<file path="src/pgood_defs.svh">
// register offsets, field positions, reset values and timing counts
`ifndef PGOOD_DEFS_SVH
`define PGOOD_DEFS_SVH
`define CLK_MHZ          40
`define UV_FILTER_NS     10000
`define UV_FILTER_CYC    ((`UV_FILTER_NS * `CLK_MHZ) / 1000)
`define OFF_CTRL         8'h00
`define OFF_STATUS       8'h04
`define OFF_IRQ_STAT     8'h08
`define OFF_IRQ_MASK     8'h0C
`define CTRL_RST_FORCE   3
`define CTRL_RESET       32'h0000_0000
`define MASK_RESET       32'h0000_0000
`define ST_PGOOD         0
`define ST_LOCAL_RST     1
`define ST_BP_RST        2
`define ST_CLASS_A       3
`define ST_CLASS_B       4
`define ST_UV_LSB        8
`define IRQ_PG_LOST      0
`define IRQ_PG_GAINED    1
`define IRQ_CLASS_CHG    2
`define IRQ_BITS         3
`endif

</file>
<file path="src/pgood_pkg.sv">
// types shared by the supervisory logic
package pgood_pkg;
   typedef logic [1:0] resp_t;
   typedef enum logic [1:0] {
      RD_IDLE = 2'b01,
      RD_RESP = 2'b10
   } rd_state_t;
endpackage

</file>
<file path="src/uv_filter.sv">
// per-supply undervoltage qualification counter
`timescale 1ns/100ps
`include "pgood_defs.svh"
module uv_filter #(
   parameter int CYCLES = `UV_FILTER_CYC
) (
   // clock and reset
   input  wire logic mclk_i,
   input  wire logic rst_i,
   // synchronised comparator, high when below threshold
   input  wire logic below_i,
   // qualified undervoltage
   output logic      uv_o
);
   localparam int CW = $clog2(CYCLES + 1);
   // a zero dwell would make every glitch a power loss
   if (CYCLES < 1) begin : g_cycles_chk
      $error("uv_filter: CYCLES must be at least 1");
   end
   logic [CW-1:0] cnt_r;
   logic [CW-1:0] cnt_nxt;
   logic          uv_r;
   logic          uv_nxt;
   always_comb begin
      cnt_nxt = cnt_r;
      uv_nxt  = uv_r;
      if (!below_i) begin
         cnt_nxt = '0;
         uv_nxt  = 1'b0;
      end else if (cnt_r >= CW'(CYCLES)) begin
         uv_nxt  = 1'b1;
      end else begin
         cnt_nxt = cnt_r + CW'(1);
      end
   end
   always_ff @(posedge mclk_i) begin
      if (rst_i) begin
         cnt_r <= '0;
         uv_r  <= 1'b0;
      end else begin
         cnt_r <= cnt_nxt;
         uv_r  <= uv_nxt;
      end
   end
   assign uv_o = uv_r;
endmodule

</file>
<file path="src/power_good_reset_logic.sv">
// power-good, local reset, bus enable and power-class reporting with axi4-lite registers
// Contract
// - supply low over 10 us drops good, resets
// - undervoltage never sets fault or breaker
// - local reset combines only three inputs
// - reset low on backplane, not good, force
// - bus enable holds precharge until good
// - sample class pins, readable by host
`timescale 1ns/100ps
`include "pgood_defs.svh"
module power_good_reset_logic
   import pgood_pkg::*;
#(
   parameter int NSUP      = 4,
   parameter int UV_CYCLES = `UV_FILTER_CYC
) (
   // clock and reset
   input  wire logic             mclk_i,
   input  wire logic             rst_i,
   // supply comparators, high when below threshold
   input  wire logic [NSUP-1:0]  supply_below_i,
   // backplane and class pins
   input  wire logic             backplane_reset_pin_i,
   input  wire logic             power_class_pin_a_i,
   input  wire logic             power_class_pin_b_i,
   // open-drain power good, oe low while pulling low
   output logic                  power_good_out_n_o,
   output logic                  power_good_out_n_oe_n_o,
   // local reset, bus enable, interrupt
   output logic                  local_reset_pin_o,
   output logic                  bus_enable_n_o,
   output logic                  irq_o,
   // axi4-lite write address and data
   input  wire logic [7:0]       s_axi_awaddr,
   input  wire logic             s_axi_awvalid,
   output logic                  s_axi_awready,
   input  wire logic [31:0]      s_axi_wdata,
   input  wire logic [3:0]       s_axi_wstrb,
   input  wire logic             s_axi_wvalid,
   output logic                  s_axi_wready,
   // axi4-lite write response
   output pgood_pkg::resp_t      s_axi_bresp,
   output logic                  s_axi_bvalid,
   input  wire logic             s_axi_bready,
   // axi4-lite read
   input  wire logic [7:0]       s_axi_araddr,
   input  wire logic             s_axi_arvalid,
   output logic                  s_axi_arready,
   output logic [31:0]           s_axi_rdata,
   output pgood_pkg::resp_t      s_axi_rresp,
   output logic                  s_axi_rvalid,
   input  wire logic             s_axi_rready
);
   import pgood_pkg::*;
   // status word reserves one byte for the per-supply flags
   if (NSUP < 1 || NSUP > 8) begin : g_nsup_chk
      $error("NSUP must be 1..8");
   end
   // two-flop synchronisers for every pin input
   localparam int NIN = NSUP + 3;
   logic [NIN-1:0] meta_r;
   logic [NIN-1:0] sync_r;
   logic [NIN-1:0] pins;
   assign pins = {power_class_pin_b_i, power_class_pin_a_i, backplane_reset_pin_i,
                  supply_below_i};
   always_ff @(posedge mclk_i) begin
      if (rst_i) begin
         meta_r <= '0;
         sync_r <= '0;
      end else begin
         meta_r <= pins;
         sync_r <= meta_r;
      end
   end
   logic [NSUP-1:0] below_s;
   logic            bp_rst_s;
   logic [1:0]      class_s;
   assign below_s  = sync_r[NSUP-1:0];
   assign bp_rst_s = sync_r[NSUP];
   assign class_s  = sync_r[NSUP+2:NSUP+1];
   // per-supply filters
   logic [NSUP-1:0] uv;
   for (genvar g = 0; g < NSUP; g++) begin : g_filt
      uv_filter #(.CYCLES(UV_CYCLES)) u_filt (
         .mclk_i  (mclk_i),
         .rst_i   (rst_i),
         .below_i (below_s[g]),
         .uv_o    (uv[g])
      );
   end
   // power good drives good, reset and bus enable outputs, no fault path exists
   logic pgood;
   assign pgood = ~|uv;
   logic [31:0] ctrl_r;
   logic [31:0] ctrl_nxt;
   logic        force_rst;
   assign force_rst = ctrl_r[`CTRL_RST_FORCE];
   // combinational reset, only three terms
   assign local_reset_pin_o = bp_rst_s & pgood & ~force_rst;
   assign power_good_out_n_o      = 1'b0;
   // active-low good pin: pulled low only while every supply is good
   assign power_good_out_n_oe_n_o = ~pgood;
   assign bus_enable_n_o          = ~pgood;
   // interrupt events
   logic pgood_d_r;
   logic [1:0] class_d_r;
   logic [`IRQ_BITS-1:0] ev;
   always_ff @(posedge mclk_i) begin
      if (rst_i) begin
         pgood_d_r <= 1'b1;
         class_d_r <= 2'h0;
      end else begin
         pgood_d_r <= pgood;
         class_d_r <= class_s;
      end
   end
   always_comb begin
      ev = '0;
      ev[`IRQ_PG_LOST]   = pgood_d_r & ~pgood;
      ev[`IRQ_PG_GAINED] = ~pgood_d_r & pgood;
      ev[`IRQ_CLASS_CHG] = class_d_r != class_s;
   end
   // axi write path: address and data latched independently
   logic       aw_have_r, aw_have_nxt, w_have_r, w_have_nxt, bvalid_r, bvalid_nxt;
   logic [7:0] awaddr_r, awaddr_nxt;
   logic [31:0] wdata_r, wdata_nxt;
   logic [3:0] wstrb_r, wstrb_nxt;
   resp_t      bresp_r, bresp_nxt;
   logic [`IRQ_BITS-1:0] ist_r, ist_nxt, imask_r, imask_nxt;
   logic       do_wr;
   logic [31:0] wmask;
   localparam logic [31:0] MASK_RST = `MASK_RESET;
   assign s_axi_awready = ~aw_have_r & ~bvalid_r;
   assign s_axi_wready  = ~w_have_r & ~bvalid_r;
   assign do_wr = aw_have_r & w_have_r & ~bvalid_r;
   always_comb begin
      aw_have_nxt = aw_have_r;
      w_have_nxt  = w_have_r;
      awaddr_nxt  = awaddr_r;
      wdata_nxt   = wdata_r;
      wstrb_nxt   = wstrb_r;
      bvalid_nxt  = bvalid_r;
      bresp_nxt   = bresp_r;
      ctrl_nxt    = ctrl_r;
      imask_nxt   = imask_r;
      ist_nxt     = ist_r;
      wmask       = {{8{wstrb_r[3]}}, {8{wstrb_r[2]}}, {8{wstrb_r[1]}}, {8{wstrb_r[0]}}};
      if (s_axi_awvalid && s_axi_awready) begin
         aw_have_nxt = 1'b1;
         awaddr_nxt  = s_axi_awaddr;
      end
      if (s_axi_wvalid && s_axi_wready) begin
         w_have_nxt = 1'b1;
         wdata_nxt  = s_axi_wdata;
         wstrb_nxt  = s_axi_wstrb;
      end
      if (do_wr) begin
         aw_have_nxt = 1'b0;
         w_have_nxt  = 1'b0;
         bvalid_nxt  = 1'b1;
         bresp_nxt   = 2'b00;
         if (awaddr_r == `OFF_CTRL) begin
            ctrl_nxt = (ctrl_r & ~wmask) | (wdata_r & wmask);
         end else if (awaddr_r == `OFF_IRQ_MASK) begin
            imask_nxt = (imask_r & ~wmask[`IRQ_BITS-1:0]) | (wdata_r[`IRQ_BITS-1:0]
                        & wmask[`IRQ_BITS-1:0]);
         end else if (awaddr_r == `OFF_IRQ_STAT) begin
            ist_nxt = ist_r & ~(wdata_r[`IRQ_BITS-1:0] & wmask[`IRQ_BITS-1:0]);
         end else if (awaddr_r != `OFF_STATUS) begin
            bresp_nxt = 2'b10;
         end
      end
      // set wins over clear
      ist_nxt = ist_nxt | ev;
      if (bvalid_r && s_axi_bready) begin
         bvalid_nxt = 1'b0;
      end
   end
   always_ff @(posedge mclk_i) begin
      if (rst_i) begin
         aw_have_r <= 1'b0;
         w_have_r  <= 1'b0;
         awaddr_r  <= 8'h00;
         wdata_r   <= 32'h0000_0000;
         wstrb_r   <= 4'h0;
         bvalid_r  <= 1'b0;
         bresp_r   <= 2'b00;
         ctrl_r    <= `CTRL_RESET;
         imask_r   <= MASK_RST[`IRQ_BITS-1:0];
         ist_r     <= '0;
      end else begin
         aw_have_r <= aw_have_nxt;
         w_have_r  <= w_have_nxt;
         awaddr_r  <= awaddr_nxt;
         wdata_r   <= wdata_nxt;
         wstrb_r   <= wstrb_nxt;
         bvalid_r  <= bvalid_nxt;
         bresp_r   <= bresp_nxt;
         ctrl_r    <= ctrl_nxt;
         imask_r   <= imask_nxt;
         ist_r     <= ist_nxt;
      end
   end
   assign s_axi_bvalid = bvalid_r;
   assign s_axi_bresp  = bresp_r;
   assign irq_o = |(ist_r & imask_r);
   // axi read path
   rd_state_t   rst_st_r, rst_st_nxt;
   logic [31:0] rdata_r, rdata_nxt, status;
   resp_t       rresp_r, rresp_nxt;
   always_comb begin
      status = '0;
      status[`ST_PGOOD]     = pgood;
      status[`ST_LOCAL_RST] = local_reset_pin_o;
      status[`ST_BP_RST]    = bp_rst_s;
      status[`ST_CLASS_A]   = class_s[0];
      status[`ST_CLASS_B]   = class_s[1];
      status[`ST_UV_LSB +: NSUP] = uv;
   end
   assign s_axi_arready = (rst_st_r == RD_IDLE);
   always_comb begin
      rst_st_nxt = rst_st_r;
      rdata_nxt  = rdata_r;
      rresp_nxt  = rresp_r;
      case (rst_st_r)
         RD_IDLE: begin
            if (s_axi_arvalid) begin
               rst_st_nxt = RD_RESP;
               rresp_nxt  = 2'b00;
               if (s_axi_araddr == `OFF_CTRL) begin
                  rdata_nxt = ctrl_r;
               end else if (s_axi_araddr == `OFF_STATUS) begin
                  rdata_nxt = status;
               end else if (s_axi_araddr == `OFF_IRQ_STAT) begin
                  rdata_nxt = {{(32-`IRQ_BITS){1'b0}}, ist_r};
               end else if (s_axi_araddr == `OFF_IRQ_MASK) begin
                  rdata_nxt = {{(32-`IRQ_BITS){1'b0}}, imask_r};
               end else begin
                  rdata_nxt = 32'h0000_0000;
                  rresp_nxt = 2'b10;
               end
            end
         end
         RD_RESP: begin
            if (s_axi_rready) begin
               rst_st_nxt = RD_IDLE;
            end
         end
         default: rst_st_nxt = RD_IDLE;
      endcase
   end
   always_ff @(posedge mclk_i) begin
      if (rst_i) begin
         rst_st_r <= RD_IDLE;
         rdata_r  <= 32'h0000_0000;
         rresp_r  <= 2'b00;
      end else begin
         rst_st_r <= rst_st_nxt;
         rdata_r  <= rdata_nxt;
         rresp_r  <= rresp_nxt;
      end
   end
   assign s_axi_rvalid = (rst_st_r == RD_RESP);
   assign s_axi_rdata  = rdata_r;
   assign s_axi_rresp  = rresp_r;
endmodule

</file>
<file path="config.mk">
export PLATFORM = sky130hd
export DESIGN_NAME = power_good_reset_logic
export DESIGN_NICKNAME = d
export VERILOG_FILES = /design/src/pgood_pkg.sv /design/src/uv_filter.sv /design/src/power_good_reset_logic.sv
export VERILOG_INCLUDE_DIRS = /design/src
export SDC_FILE = /design/constraint.sdc
export NUM_CORES = 1
export LEC_CHECK = 0
export ABC_AREA = 1
export ABC_CLOCK_PERIOD_IN_PS = 1710
export BUFFER_PORTS_ARGS = -buffer_cell sky130_fd_sc_hd__clkbuf_2
export CAP_MARGIN = 40
export CORE_MARGIN = 1.5
export CORE_UTILIZATION = 54
export CTS_CLUSTER_DIAMETER = 30
export DETAILED_ROUTE_END_ITERATION = 8
export PLACE_DENSITY_LB_ADDON = 0.12
export SYNTH_ARGS = -nofsm -noshare
export SYNTH_HDL_FRONTEND = slang
export SYNTH_SLANG_ARGS = --single-unit
</file>
<file path="constraint.sdc">
create_clock -name mclk_i -period 1.71 [get_ports mclk_i]
set_input_delay 0.171 -clock mclk_i [delete_from_list [all_inputs] [get_ports mclk_i]]
set_output_delay 0.171 -clock mclk_i [all_outputs]
set_load 0.005 [all_outputs]
</file>
# Yosys cells after proc, flatten, opt, wreduce, memory -nomap -nowiden
# Index checks and enable logic that the tools add are counted.
# word_totals
ff_bits	180
latch_bits	0
mem_bits_rw	0
mem_bits_ro	0
out_inout_bits	46
word_cells	111
memories	0
# op_classes
n_addsub	4
n_mul	0
n_div	0
magnitude_cmp	4
n_eq_ne	11
shift	0
mux	19
bitwise_logic	30
reduce_logical	18
# ops
cell	count
$and 32x32->32	2
$add 9x1->9 const B	4
$ge 9x9->1 const B	4
$eq 8x4->1 const B	4
$mux 32	1
$not 32->32	1
$or 32x32->32	1
$mux 2	10
$mux 3	6
$logic_not 8->1	2
$and 3x3->3	4
$mux 12	1
$reduce_or 2->1	6
$not 1->1	10
$and 1x1->1	8
$eq 8x3->1 const B	1
$ne 8x3->1 const B	1
$not 3->3	2
$or 3x3->3	2
$reduce_and 2->1	3
$pmux 2 s2	1
$reduce_or 4->1	1
$logic_and 1x1->1	3
$reduce_and 3->1	1
other kinds (7)	7

# Longest topological paths before layout
# depth
word_depth	8
mapped_depth	9
depth_no_buf	9

# By module
# Synthesis repeated with hierarchy kept, for this count alone.
# hier_totals
hier_cells	1031
hier_area_um2	7679.9
# modules_own_cells
module	n_inst	cells_per_inst	area_per_inst_um2	seq_area_each_um2
power_good_reset_logic	1	679	5332.6	2762.6
uv_filter	4	88	586.8	200.2

# Least setup slack after synthesis
# Ideal clock, no wire load.
# synth_path
path_kind	register to register
start	register bvalid_r, in the netlist s_axi_bvalid
end	register with a tool-made name
setup_time_ns	0.110
arrival_ns	1.392
t_required_ns	1.600
path_slack_ns	0.208
stages_incl_launch_ff	9
n_path_buf	2
synth_period_minus_slack_ns	1.502
cell_sequence	dfxtp_1 -> inv_1 -> nand3_1 -> inv_1 -> buf_2 -> clkbuf_1 -> nand4_1 -> nand2_1 -> nor2_1
# synth_lines
element	line_no	source
start, declared	power_good_reset_logic.sv:124	logic aw_have_r, aw_have_nxt, w_have_r, w_have_nxt, bvalid_r, bvalid_nxt;
start signal, assigned	power_good_reset_logic.sv:197	bvalid_r <= bvalid_nxt;

# Worst setup path after layout
# layout_path
start	register g_filt[0].u_filt.uv_r
end	output port power_good_out_n_oe_n_o
# layout_via
elab_chain_len	1
# layout_rtl
element	line_no	source
start, declared	uv_filter.sv:22	logic uv_r;
start signal, assigned	uv_filter.sv:42	uv_r <= uv_nxt;
$reduce_or 4->1	power_good_reset_logic.sv:93	assign pgood = ~|uv;
end, declared	power_good_reset_logic.sv:28	output logic power_good_out_n_oe_n_o,
# Every way passes these cells.

==> results.json <==
{
  "synthArstFlopShare_pct": 0,
  "syn-cell-area_mm2": 0.00727,
  "final_common_cell": "dfxtp_1",
  "layout.cells.non_filler": 1302,
  "regArea_mm2": 0.00356,
  "finalPower_w": 0.00911,
  "syn_to_final_growth_pct": 19.9,
  "cts_max_level": 4,
  "worstSetupStartpointType": "flip-flop",
  "die-width_um": 119,
  "pwr-share-clk_pct": 42.4,
  "num-nets-final": 1188,
  "tns_ns": 0,
  "ys_ff_latch": 178,
  "cts_buffers": 17,
  "final_core_util_pct": 66.1,
  "insertion_delay_ns": 0.42,
  "insertedDiodeCount": 0,
  "num_vias": 6346,
  "drt_wl_total_mm": 15.8,
  "fin_crit_ns": 1.54,
  "syn_inst": 1001,
  "whs_path_depth": 3,
  "place_congestion": 0.832,
  "cp_max_fo": 6,
  "synth_edf_count": 0,
  "synth_top_cell_by_area": "dfxtp_1",
  "grt_max_degree": 81,
  "status": "complete, no violations",
  "end_kind": "output pin",
  "cts.sinks": 178,
  "netlist.area_leader.share_pct": 49.0,
  "seq_power_share_pct": 49.0,
  "place_inst": 1259,
  "period_share_pct": 90.0,
  "coreArea_mm2": 0.0132,
  "p_leak_nw": 3.85,
  "synth_area_leaders": "dfxtp_1 49%, nand2_1 8.8%, nor2_1 8.1%, inv_1 7.7%, o21ai_0 6.8%",
  "path_class": "flip-flop to output pin",
  "fin_skew_ns": 0.00998,
  "min-delay-start": "s_axi_wdata[0]",
  "antenna_found_initial": 0,
  "grt_usage_pct": 23.2,
  "avgSynthCellArea_um2": 7.26,
  "rrSetupSlack_ns": 0.19,
  "port_buffers": 108,
  "dpl.hpwl_mm": 10.9,
  "ir_worst_vdd_uv": 702,
  "synthDistinctLibCells": 34,
  "drc_errors": 0,
  "max_stage_delay_ns": 0.33,
  "hold_violations": 0,
  "ios": 112,
  "fp-row-count": 42,
  "synthFlopType": "dfxtp_1",
  "start_util_pct": 55.1,
  "cp_slowest_cell": "dfxtp_1",
  "power_density_mw_per_mm2": 1050,
  "r2r.worst_path.cells": 6,
  "r2r-start": "s_axi_bvalid$_SDFFE_PP0N_",
  "cts_tree": "built",
  "switchingPower_w": 0.00215,
  "finalSetupViolCount": 0,
  "grt_pass1_vias": 5688,
  "max_freq_mhz": 649,
  "clock-root-buffer": "clkbuf_16",
  "cts_buffer_depth": 2,
  "postCtsSetupBuffers": 0,
  "yosysSeqAreaShare_pct": 49.0,
  "drtPass1Iterations": 6,
  "worstPathRequired_ns": 1.54,
  "die_h_um": 119,
  "intPower_w": 0.00697,
  "comb_power_share_pct": 8.7,
  "first_iter_violations": 425,
  "netSwitchingFraction_pct": 23.5,
  "die-area_mm2": 0.0142,
  "wl_per_cell_um": 12.1,
  "yosys_warnings": 0,
  "multi_input_area_mm2": 0.00295,
  "path_cells": "nor2_1, nand3_1, clkbuf_2",
  "grt_pass1_wl_mm": 26.6,
  "worstPathArrival_ns": 1.37,
  "path_clk_slew_ns": 0.07,
  "grt-ovfl-total": 0,
  "n_fill_cell": 1219,
  "rsz0062_at_grt": "false",
  "slew_violations": 0,
  "cap_violations": 0,
  "min_delay_worst_endpoint": "wdata_r[0]$_SDFFE_PP0P_",
  "hold_class": "primary input to flip-flop",
  "vias_per_cell": 4.87,
  "drtAntennaViolNets": 0,
  "drive_gt1_share_pct": 14.6,
  "layout_common_cells": "178 x dfxtp_1, 170 x nand2_1, 156 x nor2_1, 149 x inv_1, 108 x clkbuf_2"
}
==> layer usage <==
| layer | track usage, % | vias to the layer above | routed length [um] |
|---|---|---|---|
| met5 | 0 | - | 0 |
| met4 | 7.15 | 0 | 208 |
| met3 | 5.36 | 16 | 755 |
| met2 | 38.1 | 146 | 7400 |
| met1 | 30.4 | 2789 | 7430 |
| li1 | - | 3395 | - |
==> cells by family after synthesis <==
family,Yosys count,synth area share [%]
DFF,178,49.0
and+or+nand+nor,412,24.2
buffers and inverters,196,10.6
AOI/OAI and AO/OA,202,14.3
other,1,0.0516
adders and majority gates,8,1.38
xor gates and xnor gates,4,0.482
==> worst max-delay path by stage <==
stage / slack [ns] / cells after the start / to / start
2_1_floorplan: 0.21 / 8 / flip-flop / s_axi_bvalid$_SDFFE_PP0N_
3_3_place_gp: 0.21 / 6 / flip-flop / s_axi_bvalid$_SDFFE_PP0N_
3_5_place_dp: 0.21 / 6 / flip-flop / s_axi_bvalid$_SDFFE_PP0N_
4_1_cts: 0.18 / 3 / power_good_out_n_oe_n_o / g_filt[0].u_filt.uv_o$_SDFFE_PP0P_
5_1_grt: 0.03 / 7 / flip-flop / s_axi_bvalid$_SDFFE_PP0N_
6_report: 0.17 / 3 / power_good_out_n_oe_n_o / g_filt[0].u_filt.uv_o$_SDFFE_PP0P_
==> stage by stage <==
stage	hold WS, ns	worst slack (ns)	instance area, um2
global route	0.00491	0.0288	8710
CTS	0.00112	0.183	8700
floorplan	0.263	0.208	7280
global placement	0.357	0.213	8000
finish	0.00841	0.170	8710
detailed placement	0.352	0.211	8000
==> synth_stat cells, types with 4 or more instances <==
| cell | count |
|---|---|
| nand3_1 | 34 |
| clkbuf_1 | 28 |
| o21bai_1 | 5 |
| nor2_1 | 157 |
| buf_4 | 4 |
| nand2_1 | 171 |
| nand4_1 | 28 |
| nor3_1 | 10 |
| buf_1 | 7 |
| o21ai_0 | 99 |
| a21oi_1 | 90 |
| dfxtp_1 | 178 |
| inv_1 | 150 |
| ha_1 | 8 |
==> power by group through the flow <==
stage / clock network (W) / registers, W / logic (W)
after floorplan: 0 / 0.00452 / 0.000505
after global placement: 0 / 0.00455 / 0.000761
after detailed placement: 0 / 0.00455 / 0.000771
after CTS: 0.00393 / 0.00446 / 0.000796
after global routing: 0.00413 / 0.00449 / 0.000893
final: 0.00386 / 0.00446 / 0.000789
==> critical path, delay by kind of cell, from the launching register on <==
kind	cells	cell delay, ns
buffers and inverters	1	0.19
flip-flops	1	0.33
AND/OR/NAND/NOR	2	0.44
==> cell type report <==
| type | instances | share of cell area [%] |
|---|---|---|
| Multi-Input combinational cell | 629 | 33.8 |
| Inverter | 152 | 6.55 |
| Clock buffer | 24 | 5.64 |
| Clock inverter | 7 | 1.15 |
| Timing Repair Buffer | 136 | 9.39 |
| Tap cell | 176 | 2.53 |
| Sequential cell | 178 | 40.9 |
==> what timing repair did <==
item,in CTS,in global routing
resized for setup,0,0
hold endpoints to repair,11,1
hold buffers,11,1
Note: power is estimated with default switching activity, not from simulation.
